`src/hw/slc_map.vh`:
```
`ifndef SLC_MAP_VH
`define SLC_MAP_VH

// ----------------------------------------------------------------
// Register addresses on the plain port
// ----------------------------------------------------------------
`define SLC_ADDR_W 2
`define SLC_ADDR_STATUS 2'h0
`define SLC_ADDR_CTRL 2'h1

// ----------------------------------------------------------------
// Status register fields
// ----------------------------------------------------------------
`define SLC_S_BRK_IF 7
`define SLC_S_EDGE_IF 6
`define SLC_S_RX_POLARITY_INVERT 4
`define SLC_S_STANDBY_IDLE_FLAG_SELECT 3
`define SLC_S_LONG_BREAK_TX_SELECT 2
`define SLC_S_LONG_BREAK_DETECT_ENABLE 1
`define SLC_S_RAF 0

// ----------------------------------------------------------------
// Control register fields
// ----------------------------------------------------------------
`define SLC_C_R8 7
`define SLC_C_T8 6
`define SLC_C_SINGLE_WIRE_PIN_DIRECTION 5
`define SLC_C_TX_POLARITY_INVERT 4
`define SLC_C_OVERRUN_IRQ_ENABLE 3
`define SLC_C_NOISE_IRQ_ENABLE 2
`define SLC_C_FRAMING_IRQ_ENABLE 1
`define SLC_C_PARITY_IRQ_ENABLE 0

// ----------------------------------------------------------------
// Reset values and lengths in bit times
// ----------------------------------------------------------------
`define SLC_RST_BYTE 8'h00
`define SLC_ZERO_BYTE 8'h00
`define SLC_CNT_ZERO 4'h0
`define SLC_CNT_ONE 4'h1
`define SLC_SMP_ZERO 3'h0
`define SLC_SMP_ONE 3'h1
`define SLC_TXBRK_SHORT 4'hA
`define SLC_TXBRK_LONG 4'hD
`define SLC_RXBRK_SHORT 4'hA
`define SLC_RXBRK_LONG 4'hB

`endif

```
`src/hw/slc_bit_counter.v`:
```
`timescale 1ns/100ps
`include "slc_map.vh"

// Counts bit-time ticks up to a limit and holds there until cleared
module slc_bit_counter (
    input wire i_mclk,
    input wire i_rst_b,
    input wire i_clear,
    input wire i_tick,
    input wire [3:0] i_limit,
    output wire o_done
);

reg [3:0] count;

// ----------------------------------------------------------------
// Saturating counter
// ----------------------------------------------------------------
// Saturates so a long low line cannot wrap and fire twice
always @(posedge i_mclk) begin
    if (!i_rst_b) begin
        count <= `SLC_CNT_ZERO;
    end else if (i_clear) begin
        count <= `SLC_CNT_ZERO;
    end else if (i_tick && (count != i_limit)) begin
        count <= count + `SLC_CNT_ONE;
    end
end

assign o_done = (count == i_limit);

endmodule // slc_bit_counter

```
`src/hw/slc_status_ctrl.v`:
```
// Chosen here: the placing of the registers and the address-and-strobe port.
`timescale 1ns/100ps
`include "slc_map.vh"

module slc_status_ctrl (
    input wire i_mclk,
    input wire i_rst_b,
    input wire [1:0] i_addr,
    input wire [7:0] i_wr_data,
    input wire i_wr,
    input wire i_rd,
    output reg [7:0] o_rd_data,
    input wire i_nine_bit_mode,
    input wire i_receiver_standby,
    input wire i_loop_select,
    input wire i_receiver_source_select,
    input wire i_rx_pin,
    input wire i_rx_bit_tick,
    input wire i_rx_sample_valid,
    input wire i_rx_bit_end,
    input wire i_start_bit_valid,
    input wire i_idle_line,
    input wire i_char_done,
    input wire [7:0] i_rx_shift_data,
    input wire i_rx_shift_bit8,
    input wire i_flag_clear,
    input wire i_overrun_flag,
    input wire i_parity_error_flag,
    input wire i_tx_level,
    input wire i_tx_bit_tick,
    input wire i_send_break,
    output wire o_rx_level,
    output reg [7:0] o_rx_data,
    output reg o_rx_buffer_full,
    output reg o_framing_error_flag,
    output reg o_noise_flag,
    output reg o_idle_flag,
    output wire o_tx_ninth_bit,
    output wire o_tx_break_active,
    output wire o_tx_pin,
    output wire o_tx_pin_oe,
    output wire o_error_irq
);

// ----------------------------------------------------------------
// Break length decode, shared by transmit and receive counters
// ----------------------------------------------------------------
function [3:0] slc_len;
    input nine;
    input long_sel;
    input [3:0] short_len;
    input [3:0] long_len;
    begin
        slc_len = (long_sel ? long_len : short_len) +
                  (nine ? `SLC_CNT_ONE : `SLC_CNT_ZERO);
    end
endfunction

reg break_detect_irq_flag;
reg rx_edge_irq_flag;
reg rx_polarity_invert;
reg standby_idle_flag_select;
reg long_break_tx_select;
reg long_break_detect_enable;
reg receiver_active_flag;
reg rx_ninth_bit;
reg tx_ninth_bit;
reg single_wire_pin_direction;
reg tx_polarity_invert;
reg overrun_irq_enable;
reg noise_irq_enable;
reg framing_irq_enable;
reg parity_irq_enable;
reg rx_pin_q;
reg rx_brk_done_q;
reg tx_break_on;
reg [2:0] samp_cnt;
reg [2:0] ones_cnt;
reg frame_noise;
reg [7:0] next_rd_data;

wire wr_status, wr_ctrl, rx_level, edge_hit;
wire brk_done, brk_hit, tx_brk_done;
wire bit_noisy, accept_char, single_wire;

assign wr_status = i_wr && (i_addr == `SLC_ADDR_STATUS);
assign wr_ctrl = i_wr && (i_addr == `SLC_ADDR_CTRL);

// ----------------------------------------------------------------
// Receive line conditioning
// ----------------------------------------------------------------
// One XOR ahead of everything so break, idle, start and data agree
assign rx_level = i_rx_pin ^ rx_polarity_invert;
assign o_rx_level = rx_level;
// Raw pin edge by invert bit; toggling that bit alone is no edge
assign edge_hit = (rx_pin_q != i_rx_pin) &&
                  (i_rx_pin == rx_polarity_invert);

always @(posedge i_mclk) begin
    if (!i_rst_b) begin
        rx_pin_q <= 1'b1;
        rx_brk_done_q <= 1'b0;
    end else begin
        rx_pin_q <= i_rx_pin;
        rx_brk_done_q <= brk_done;
    end
end

// ----------------------------------------------------------------
// Break detection: consecutive low bit times
// ----------------------------------------------------------------
slc_bit_counter u_rx_break (
    .i_mclk(i_mclk),
    .i_rst_b(i_rst_b),
    .i_clear(rx_level),
    .i_tick(i_rx_bit_tick),
    .i_limit(slc_len(i_nine_bit_mode, long_break_detect_enable,
                     `SLC_RXBRK_SHORT, `SLC_RXBRK_LONG)),
    .o_done(brk_done)
);

// Flag only on the first cycle the threshold is met
assign brk_hit = brk_done && !rx_brk_done_q && long_break_detect_enable;

// ----------------------------------------------------------------
// Break transmission
// ----------------------------------------------------------------
slc_bit_counter u_tx_break (
    .i_mclk(i_mclk),
    .i_rst_b(i_rst_b),
    .i_clear(!tx_break_on),
    .i_tick(i_tx_bit_tick),
    .i_limit(slc_len(i_nine_bit_mode, long_break_tx_select,
                     `SLC_TXBRK_SHORT, `SLC_TXBRK_LONG)),
    .o_done(tx_brk_done)
);

// A request during a running break is absorbed into it
always @(posedge i_mclk) begin
    if (!i_rst_b) begin
        tx_break_on <= 1'b0;
    end else if (i_send_break) begin
        tx_break_on <= 1'b1;
    end else if (tx_brk_done) begin
        tx_break_on <= 1'b0;
    end
end

assign o_tx_break_active = tx_break_on;

// ----------------------------------------------------------------
// Transmit pin and direction
// ----------------------------------------------------------------
assign o_tx_pin = (tx_break_on ? 1'b0 : i_tx_level) ^
                  tx_polarity_invert;
assign single_wire = i_loop_select && i_receiver_source_select;
assign o_tx_pin_oe = !single_wire || single_wire_pin_direction;
assign o_tx_ninth_bit = tx_ninth_bit;

// ----------------------------------------------------------------
// Sample agreement check per bit time
// ----------------------------------------------------------------
// Counting ones against samples covers both the seven-sample start
// bit and the three-sample data bits without knowing which it is
assign bit_noisy = (ones_cnt != `SLC_SMP_ZERO) &&
                   (ones_cnt != samp_cnt);

always @(posedge i_mclk) begin
    if (!i_rst_b) begin
        samp_cnt <= `SLC_SMP_ZERO;
        ones_cnt <= `SLC_SMP_ZERO;
        frame_noise <= 1'b0;
    end else begin
        if (i_rx_bit_end) begin
            samp_cnt <= `SLC_SMP_ZERO;
            ones_cnt <= `SLC_SMP_ZERO;
        end else if (i_rx_sample_valid) begin
            samp_cnt <= samp_cnt + `SLC_SMP_ONE;
            ones_cnt <= ones_cnt +
                        (rx_level ? `SLC_SMP_ONE : `SLC_SMP_ZERO);
        end
        if (i_start_bit_valid) begin
            frame_noise <= 1'b0;
        end else if (i_rx_bit_end && bit_noisy) begin
            frame_noise <= 1'b1;
        end
    end
end

// ----------------------------------------------------------------
// Receive buffer and first-status flags
// ----------------------------------------------------------------
// A full buffer keeps old data and ninth bit; overrun is outside
assign accept_char = i_char_done && !o_rx_buffer_full &&
                     !long_break_detect_enable;

always @(posedge i_mclk) begin
    if (!i_rst_b) begin
        o_rx_data <= `SLC_ZERO_BYTE;
        rx_ninth_bit <= 1'b0;
        o_rx_buffer_full <= 1'b0;
        o_framing_error_flag <= 1'b0;
        o_noise_flag <= 1'b0;
        o_idle_flag <= 1'b0;
    end else begin
        if (accept_char) begin
            o_rx_data <= i_rx_shift_data;
            rx_ninth_bit <= i_rx_shift_bit8;
        end
        // Set beats a clear arriving in the same cycle
        if (accept_char) begin
            o_rx_buffer_full <= 1'b1;
            o_framing_error_flag <= !rx_level;
            o_noise_flag <= frame_noise;
        end else if (i_flag_clear) begin
            o_rx_buffer_full <= 1'b0;
            o_framing_error_flag <= 1'b0;
            o_noise_flag <= 1'b0;
        end
        if (i_idle_line &&
            (!i_receiver_standby || standby_idle_flag_select)) begin
            o_idle_flag <= 1'b1;
        end else if (i_flag_clear) begin
            o_idle_flag <= 1'b0;
        end
    end
end

// ----------------------------------------------------------------
// Receiver active flag
// ----------------------------------------------------------------
always @(posedge i_mclk) begin
    if (!i_rst_b) begin
        receiver_active_flag <= 1'b0;
    end else if (i_start_bit_valid) begin
        receiver_active_flag <= 1'b1;
    end else if (i_idle_line) begin
        receiver_active_flag <= 1'b0;
    end
end

// ----------------------------------------------------------------
// Status register writes and event flags
// ----------------------------------------------------------------
always @(posedge i_mclk) begin
    if (!i_rst_b) begin
        break_detect_irq_flag <= 1'b0;
        rx_edge_irq_flag <= 1'b0;
        rx_polarity_invert <= 1'b0;
        standby_idle_flag_select <= 1'b0;
        long_break_tx_select <= 1'b0;
        long_break_detect_enable <= 1'b0;
    end else begin
        if (brk_hit) begin
            break_detect_irq_flag <= 1'b1;
        end else if (wr_status && i_wr_data[`SLC_S_BRK_IF]) begin
            break_detect_irq_flag <= 1'b0;
        end
        if (edge_hit) begin
            rx_edge_irq_flag <= 1'b1;
        end else if (wr_status && i_wr_data[`SLC_S_EDGE_IF]) begin
            rx_edge_irq_flag <= 1'b0;
        end
        if (wr_status) begin
            rx_polarity_invert <= i_wr_data[`SLC_S_RX_POLARITY_INVERT];
            standby_idle_flag_select <= i_wr_data[`SLC_S_STANDBY_IDLE_FLAG_SELECT];
            long_break_tx_select <= i_wr_data[`SLC_S_LONG_BREAK_TX_SELECT];
            long_break_detect_enable <= i_wr_data[`SLC_S_LONG_BREAK_DETECT_ENABLE];
        end
    end
end

// ----------------------------------------------------------------
// Control register writes
// ----------------------------------------------------------------
// Ninth receive bit is read-only here; writes to it are dropped
always @(posedge i_mclk) begin
    if (!i_rst_b) begin
        tx_ninth_bit <= 1'b0;
        single_wire_pin_direction <= 1'b0;
        tx_polarity_invert <= 1'b0;
        overrun_irq_enable <= 1'b0;
        noise_irq_enable <= 1'b0;
        framing_irq_enable <= 1'b0;
        parity_irq_enable <= 1'b0;
    end else if (wr_ctrl) begin
        tx_ninth_bit <= i_wr_data[`SLC_C_T8];
        single_wire_pin_direction <= i_wr_data[`SLC_C_SINGLE_WIRE_PIN_DIRECTION];
        tx_polarity_invert <= i_wr_data[`SLC_C_TX_POLARITY_INVERT];
        overrun_irq_enable <= i_wr_data[`SLC_C_OVERRUN_IRQ_ENABLE];
        noise_irq_enable <= i_wr_data[`SLC_C_NOISE_IRQ_ENABLE];
        framing_irq_enable <= i_wr_data[`SLC_C_FRAMING_IRQ_ENABLE];
        parity_irq_enable <= i_wr_data[`SLC_C_PARITY_IRQ_ENABLE];
    end
end

// ----------------------------------------------------------------
// Error interrupt request
// ----------------------------------------------------------------
// Level request; it drops as soon as no source has both its flag and its enable set
assign o_error_irq =
    (i_overrun_flag && overrun_irq_enable) ||
    (o_noise_flag && noise_irq_enable) ||
    (o_framing_error_flag && framing_irq_enable) ||
    (i_parity_error_flag && parity_irq_enable);

// ----------------------------------------------------------------
// Read path
// ----------------------------------------------------------------
// Unmapped addresses read as zero; unused bit positions read zero
always @* begin
    next_rd_data = `SLC_ZERO_BYTE;
    case (i_addr)
        `SLC_ADDR_STATUS: begin
            next_rd_data[`SLC_S_BRK_IF] = break_detect_irq_flag;
            next_rd_data[`SLC_S_EDGE_IF] = rx_edge_irq_flag;
            next_rd_data[`SLC_S_RX_POLARITY_INVERT] = rx_polarity_invert;
            next_rd_data[`SLC_S_STANDBY_IDLE_FLAG_SELECT] = standby_idle_flag_select;
            next_rd_data[`SLC_S_LONG_BREAK_TX_SELECT] = long_break_tx_select;
            next_rd_data[`SLC_S_LONG_BREAK_DETECT_ENABLE] = long_break_detect_enable;
            next_rd_data[`SLC_S_RAF] = receiver_active_flag;
        end
        `SLC_ADDR_CTRL: begin
            next_rd_data[`SLC_C_R8] = rx_ninth_bit;
            next_rd_data[`SLC_C_T8] = tx_ninth_bit;
            next_rd_data[`SLC_C_SINGLE_WIRE_PIN_DIRECTION] = single_wire_pin_direction;
            next_rd_data[`SLC_C_TX_POLARITY_INVERT] = tx_polarity_invert;
            next_rd_data[`SLC_C_OVERRUN_IRQ_ENABLE] = overrun_irq_enable;
            next_rd_data[`SLC_C_NOISE_IRQ_ENABLE] = noise_irq_enable;
            next_rd_data[`SLC_C_FRAMING_IRQ_ENABLE] = framing_irq_enable;
            next_rd_data[`SLC_C_PARITY_IRQ_ENABLE] = parity_irq_enable;
        end
        default: next_rd_data = `SLC_ZERO_BYTE;
    endcase
end

// Read data stand only in the cycle after the strobe
always @(posedge i_mclk) begin
    if (!i_rst_b) begin
        o_rd_data <= `SLC_RST_BYTE;
    end else if (i_rd) begin
        o_rd_data <= next_rd_data;
    end else begin
        o_rd_data <= `SLC_RST_BYTE;
    end
end

endmodule // slc_status_ctrl
```
`config.mk`:
```
export PLATFORM = sky130hd
export DESIGN_NAME = slc_status_ctrl
export DESIGN_NICKNAME = d
export VERILOG_FILES = /design/src/hw/slc_bit_counter.v /design/src/hw/slc_status_ctrl.v
export VERILOG_INCLUDE_DIRS = /design/src /design/src/hw
export SDC_FILE = /design/constraint.sdc
export NUM_CORES = 1
export LEC_CHECK = 0
export ABC_AREA = 1
export BUFFER_PORTS_ARGS = -buffer_cell sky130_fd_sc_hd__buf_2
export CAP_MARGIN = 20
export CORE_ASPECT_RATIO = 1.5
export CORE_MARGIN = 4
export CORE_UTILIZATION = 55
export DETAILED_ROUTE_END_ITERATION = 8
export HOLD_SLACK_MARGIN = 0.03
export PLACE_DENSITY_LB_ADDON = 0.15
export SKIP_CTS_REPAIR_TIMING = 1
export SYNTH_ARGS = -nofsm -noshare
export SYNTH_HDL_FRONTEND = slang
export SYNTH_SLANG_ARGS = --single-unit
```
`constraint.sdc`:
```
create_clock -name i_mclk -period 3.9 [get_ports i_mclk]
set_input_delay 0.78 -clock i_mclk [delete_from_list [all_inputs] [get_ports i_mclk]]
set_output_delay 0.78 -clock i_mclk [all_outputs]
set_load 0.005 [all_outputs]
```
==> results.md <==
- The flow ran to the end, and the final reports show no timing, DRC or antenna violations.
- In this run the critical register-to-register path is captured at ones_cnt[1]$_SDFFE_PP0P_.
- The CTS buffer count is 5.
- The root buffer cell chosen for the clock tree is clkbuf_8.
- Setup slack on the worst reg-to-reg path comes out at 2.51 ns.
- The internal power is 745 uW.
- Yosys attributes the largest share of cell area to dfxtp_1 (46%), nand2_1 (12%), a21oi_1 (6.9%).
- The number of max-capacitance violations reported is 0.
- In the global route stage, overall resource usage came out at 0.212.
- The number of cells on the worst hold path is 2.
- The analysis attributes to net switching a power of 259 uW.
- The vias per cell is 5.11.
- Setup violations remaining at the end of the flow were counted as 0.
- Row generation in the floorplan step produced 28 rows.
- Measured along the x axis, the die boundary spans 60.9 um.
- The number of top-level pins is 66.
- The H-tree was split into 2 levels.
- The startpoint identified for the worst register-to-register timing path is rx_polarity_invert$_SDFFE_PN0N_.
- The maximum number of buffers from clock root to sink is 2.
- The ratio of final minimum period to clock period is 0.533.
- The commonest cells after synthesis are nand2_1 (71), dfxtp_1 (53), nor2_1 (36).
- Dividing total power by cell area gives a power density of 368 nW/um^2.
- The cell taking the most area after synthesis is dfxtp_1.
- The switching power as a share of total power is 0.258.
- The area of the mapped netlist is 2300 um^2.
- The worst setup slack before clock tree synthesis is 1.81 ns.
- For this configuration, the core starts out at a cell density of 0.577.
- The part of the power in the clock network is 0.295.
- After clock tree synthesis, the clock-pin slew on the worst setup and hold paths is 0.09 ns.
- The final count of pins violating max slew is 0.
- The worst hold path terminates at frame_noise$_SDFFE_PP0P_.
- Counting every net in the synthesized netlist gives 359.
- The final period demand of the worst path is 2.08 ns.
- The start-to-end type of the worst setup path is in2out.
- The worst hold path begins at frame_noise$_SDFFE_PP0P_.
- In this run the worst path has a maximum fanout of 3.
- Across the routed clock network, the largest skew measured is 0.00272 ns.
- The most numerous cell in the Yosys netlist is nand2_1.
- The die is 87.3 um tall.
- In the final layout, the multi-input gates occupy 1080 um^2.
- The area added between synthesis and finish is 18.3%.
- Data on the critical path arrives at its endpoint at 1.30 ns.
- The part of the power in combinational logic is 0.127.
- The floorplan step defined a die boundary enclosing 5310 um^2.
- Across all hold checks on the routed design, the worst slack comes to 0.446 ns.
- Among all flip-flop cells after synthesis, the most frequent one is dfxtp_1.
- The leakage power total is 1.27 nW.
- The routed layout has 2,150 vias.
- The core footprint is 3990 um^2.
- The number of filler instances in the final layout is 384.
- Setup repair after global routing left no endpoint under its margin.
- The worst setup path is launched from an input port.
- At the pin with the least slew margin, the transition time is 0.491 ns.
- The worst hold-check path type is reg2reg.
- The sequential area share after synthesis is 0.460.
- The TritonCTS clock tree is built.
- The sequential cells in the finished layout cover a total of 1060 um^2.
- The clock latency of the later-clocked register in the worst-skew pair is 0.30 ns.
- The first-pass detailed-route iteration total is 4.
- STA classifies the critical path endpoint as an output pin.
- The synthesized design contains 53 register bits.
- For the worst setup path, the data required time is 3.12 ns.
- The final wirelength is 5.15 mm.
- The number of flops mapped to enable cells by yosys is 0.
- The worst supply voltage drop on vdd is 0.000326 V.
- The final HPWL from detailed placement is 3.90 mm.
- The count of mapped cells out of synthesis is 312.
- For this run, design rule violations remaining after detail routing come to 0.
- The net count reported at finish is 422.
- The share of flip-flops with an asynchronous set or reset after synthesis is 0.
- The number of antenna diodes in the final layout is 0.
- The first global-routing pass estimated 8.74 mm of wire.
- The number of routed nets with antenna violations is 0.
- Counting cells, the worst reg-to-reg path comes to 7.
- The largest net degree at the start of global routing is 23.
- The number of antenna violations at the first check in global routing is 0.
- The total count of hold-check failures in the final report came to 0.
- Of the total power, registers draw 0.578.
- The global route total overflow is 0.
- The tightest slew margin relative to the limit is 0.672.
- The number of DRC markers after the initial detailed-route iteration is 79.
- The top-area cell type share of the netlist area is 0.460.
- The mean routed wirelength per cell is 12.2 um.
- The synthesized netlist contains 28 unique library cells.
- Across all setup checks in the final design, the least slack found is 1.82 ns.
- The congestion estimate from routability-driven global placement came to 0.833.
- Of the cells placed in the final design, the portion with a size suffix greater than 1 is 0.234.
- The upper clock frequency limit is 481 MHz.
- The clock sink total is 53.
- Summed over all failing endpoints, the final setup total negative slack is 0 ns.
- The port buffer count is 65.
- The synthesis warning total is 0.
- The via count of the first global-routing pass is 2,062.
- The synthesized area per cell is 7.39 um^2.
## critical path, stage by stage
cell,delay [ns]
buf_2,0.11
nand2_1,0.07
inv_1,0.04
nor2_1,0.15
buf_2,0.15
## per-stage QoR
stage | cells | area, um^2 | power (mW) | util
after floorplan | 312 | 2300 | 0.667 | -
after global placement | 413 | 2650 | 0.717 | 0.663
after detailed placement | 413 | 2650 | 0.721 | 0.663
after CTS | 421 | 2730 | 1.01 | 0.683
after global routing | 421 | 2730 | 1.06 | 0.683
final | 421 | 2730 | 1.00 | 0.683
## cells in the final DEF, fill, tap and decap left out, types with 2 or more instances in the layout
cell,n
inv_2,5
xor2_1,3
a21oi_1,32
o21ai_1,7
buf_2,65
a211oi_1,2
clkbuf_1,3
nor2_2,6
nand3b_1,2
xnor2_1,5
inv_1,29
clkbuf_8,5
nor3_1,2
dfxtp_1,53
nand2_2,3
ha_1,7
nand3_1,20
nand2_1,71
o21ai_0,11
nor2_1,36
## cell families (layout without fill, tap and decap cells)
| group | after synthesis | count (layout) | share of synthesized area |
|---|---|---|---|
| flops | 53 | 53 | 0.460 |
| fa+ha+maj | 7 | 7 | 0.0380 |
| xor+xnor | 8 | 8 | 0.0304 |
| buf+inv | 43 | 107 | 0.0727 |
| compound gates | 54 | 54 | 0.122 |
| simple gates | 147 | 147 | 0.276 |
## per-layer routing
| layer | track usage | vias up | share of wire |
|---|---|---|---|
| li1 | - | 1123 | - |
| met1 | 0.251 | 963 | 0.43 |
| met2 | 0.369 | 56 | 0.50 |
| met3 | 0.0430 | 8 | 0.053 |
| met4 | 0.0730 | 0 | 0.017 |
| met5 | 0 | - | 0 |
## state kept, by name (all words and copies together), names as in the netlist, 3 cells and up
name / cells
u_tx_break.count: 4
o_rx_data: 8
ones_cnt: 3
samp_cnt: 3
u_rx_break.count: 4
o_rd_data: 8
## power by group through the flow
stage          sequential, mW  combinational, mW  clock (mW)
2_1_floorplan           0.591             0.0762           0
3_3_place_gp            0.592              0.125           0
3_5_place_dp            0.593              0.128           0
4_1_cts                 0.580              0.128       0.304
5_1_grt                 0.583              0.147       0.326
6_report                0.580              0.127       0.296
## final cells by class
class	count	share of cell area
inverter	34	0.0468
clock buffer	8	0.0294
sequential	53	0.389
multi-input combinational	216	0.395
tap	45	0.0207
timing repair buffer	65	0.119
## worst max-delay path by stage
stage / startpoint / end / slack [ns] / depth (start not counted)
floorplan: i_rx_pin / o_rx_level / 2.08 / 3
global placement: i_rx_pin / o_rx_level / 1.84 / 5
detailed placement: i_rx_pin / o_rx_level / 1.81 / 5
CTS: i_rx_pin / o_rx_level / 1.81 / 5
global route: i_rx_pin / o_rx_level / 1.70 / 5
finish: i_rx_pin / o_rx_level / 1.82 / 5
No activity file was read; power rests on OpenSTA's default activity.
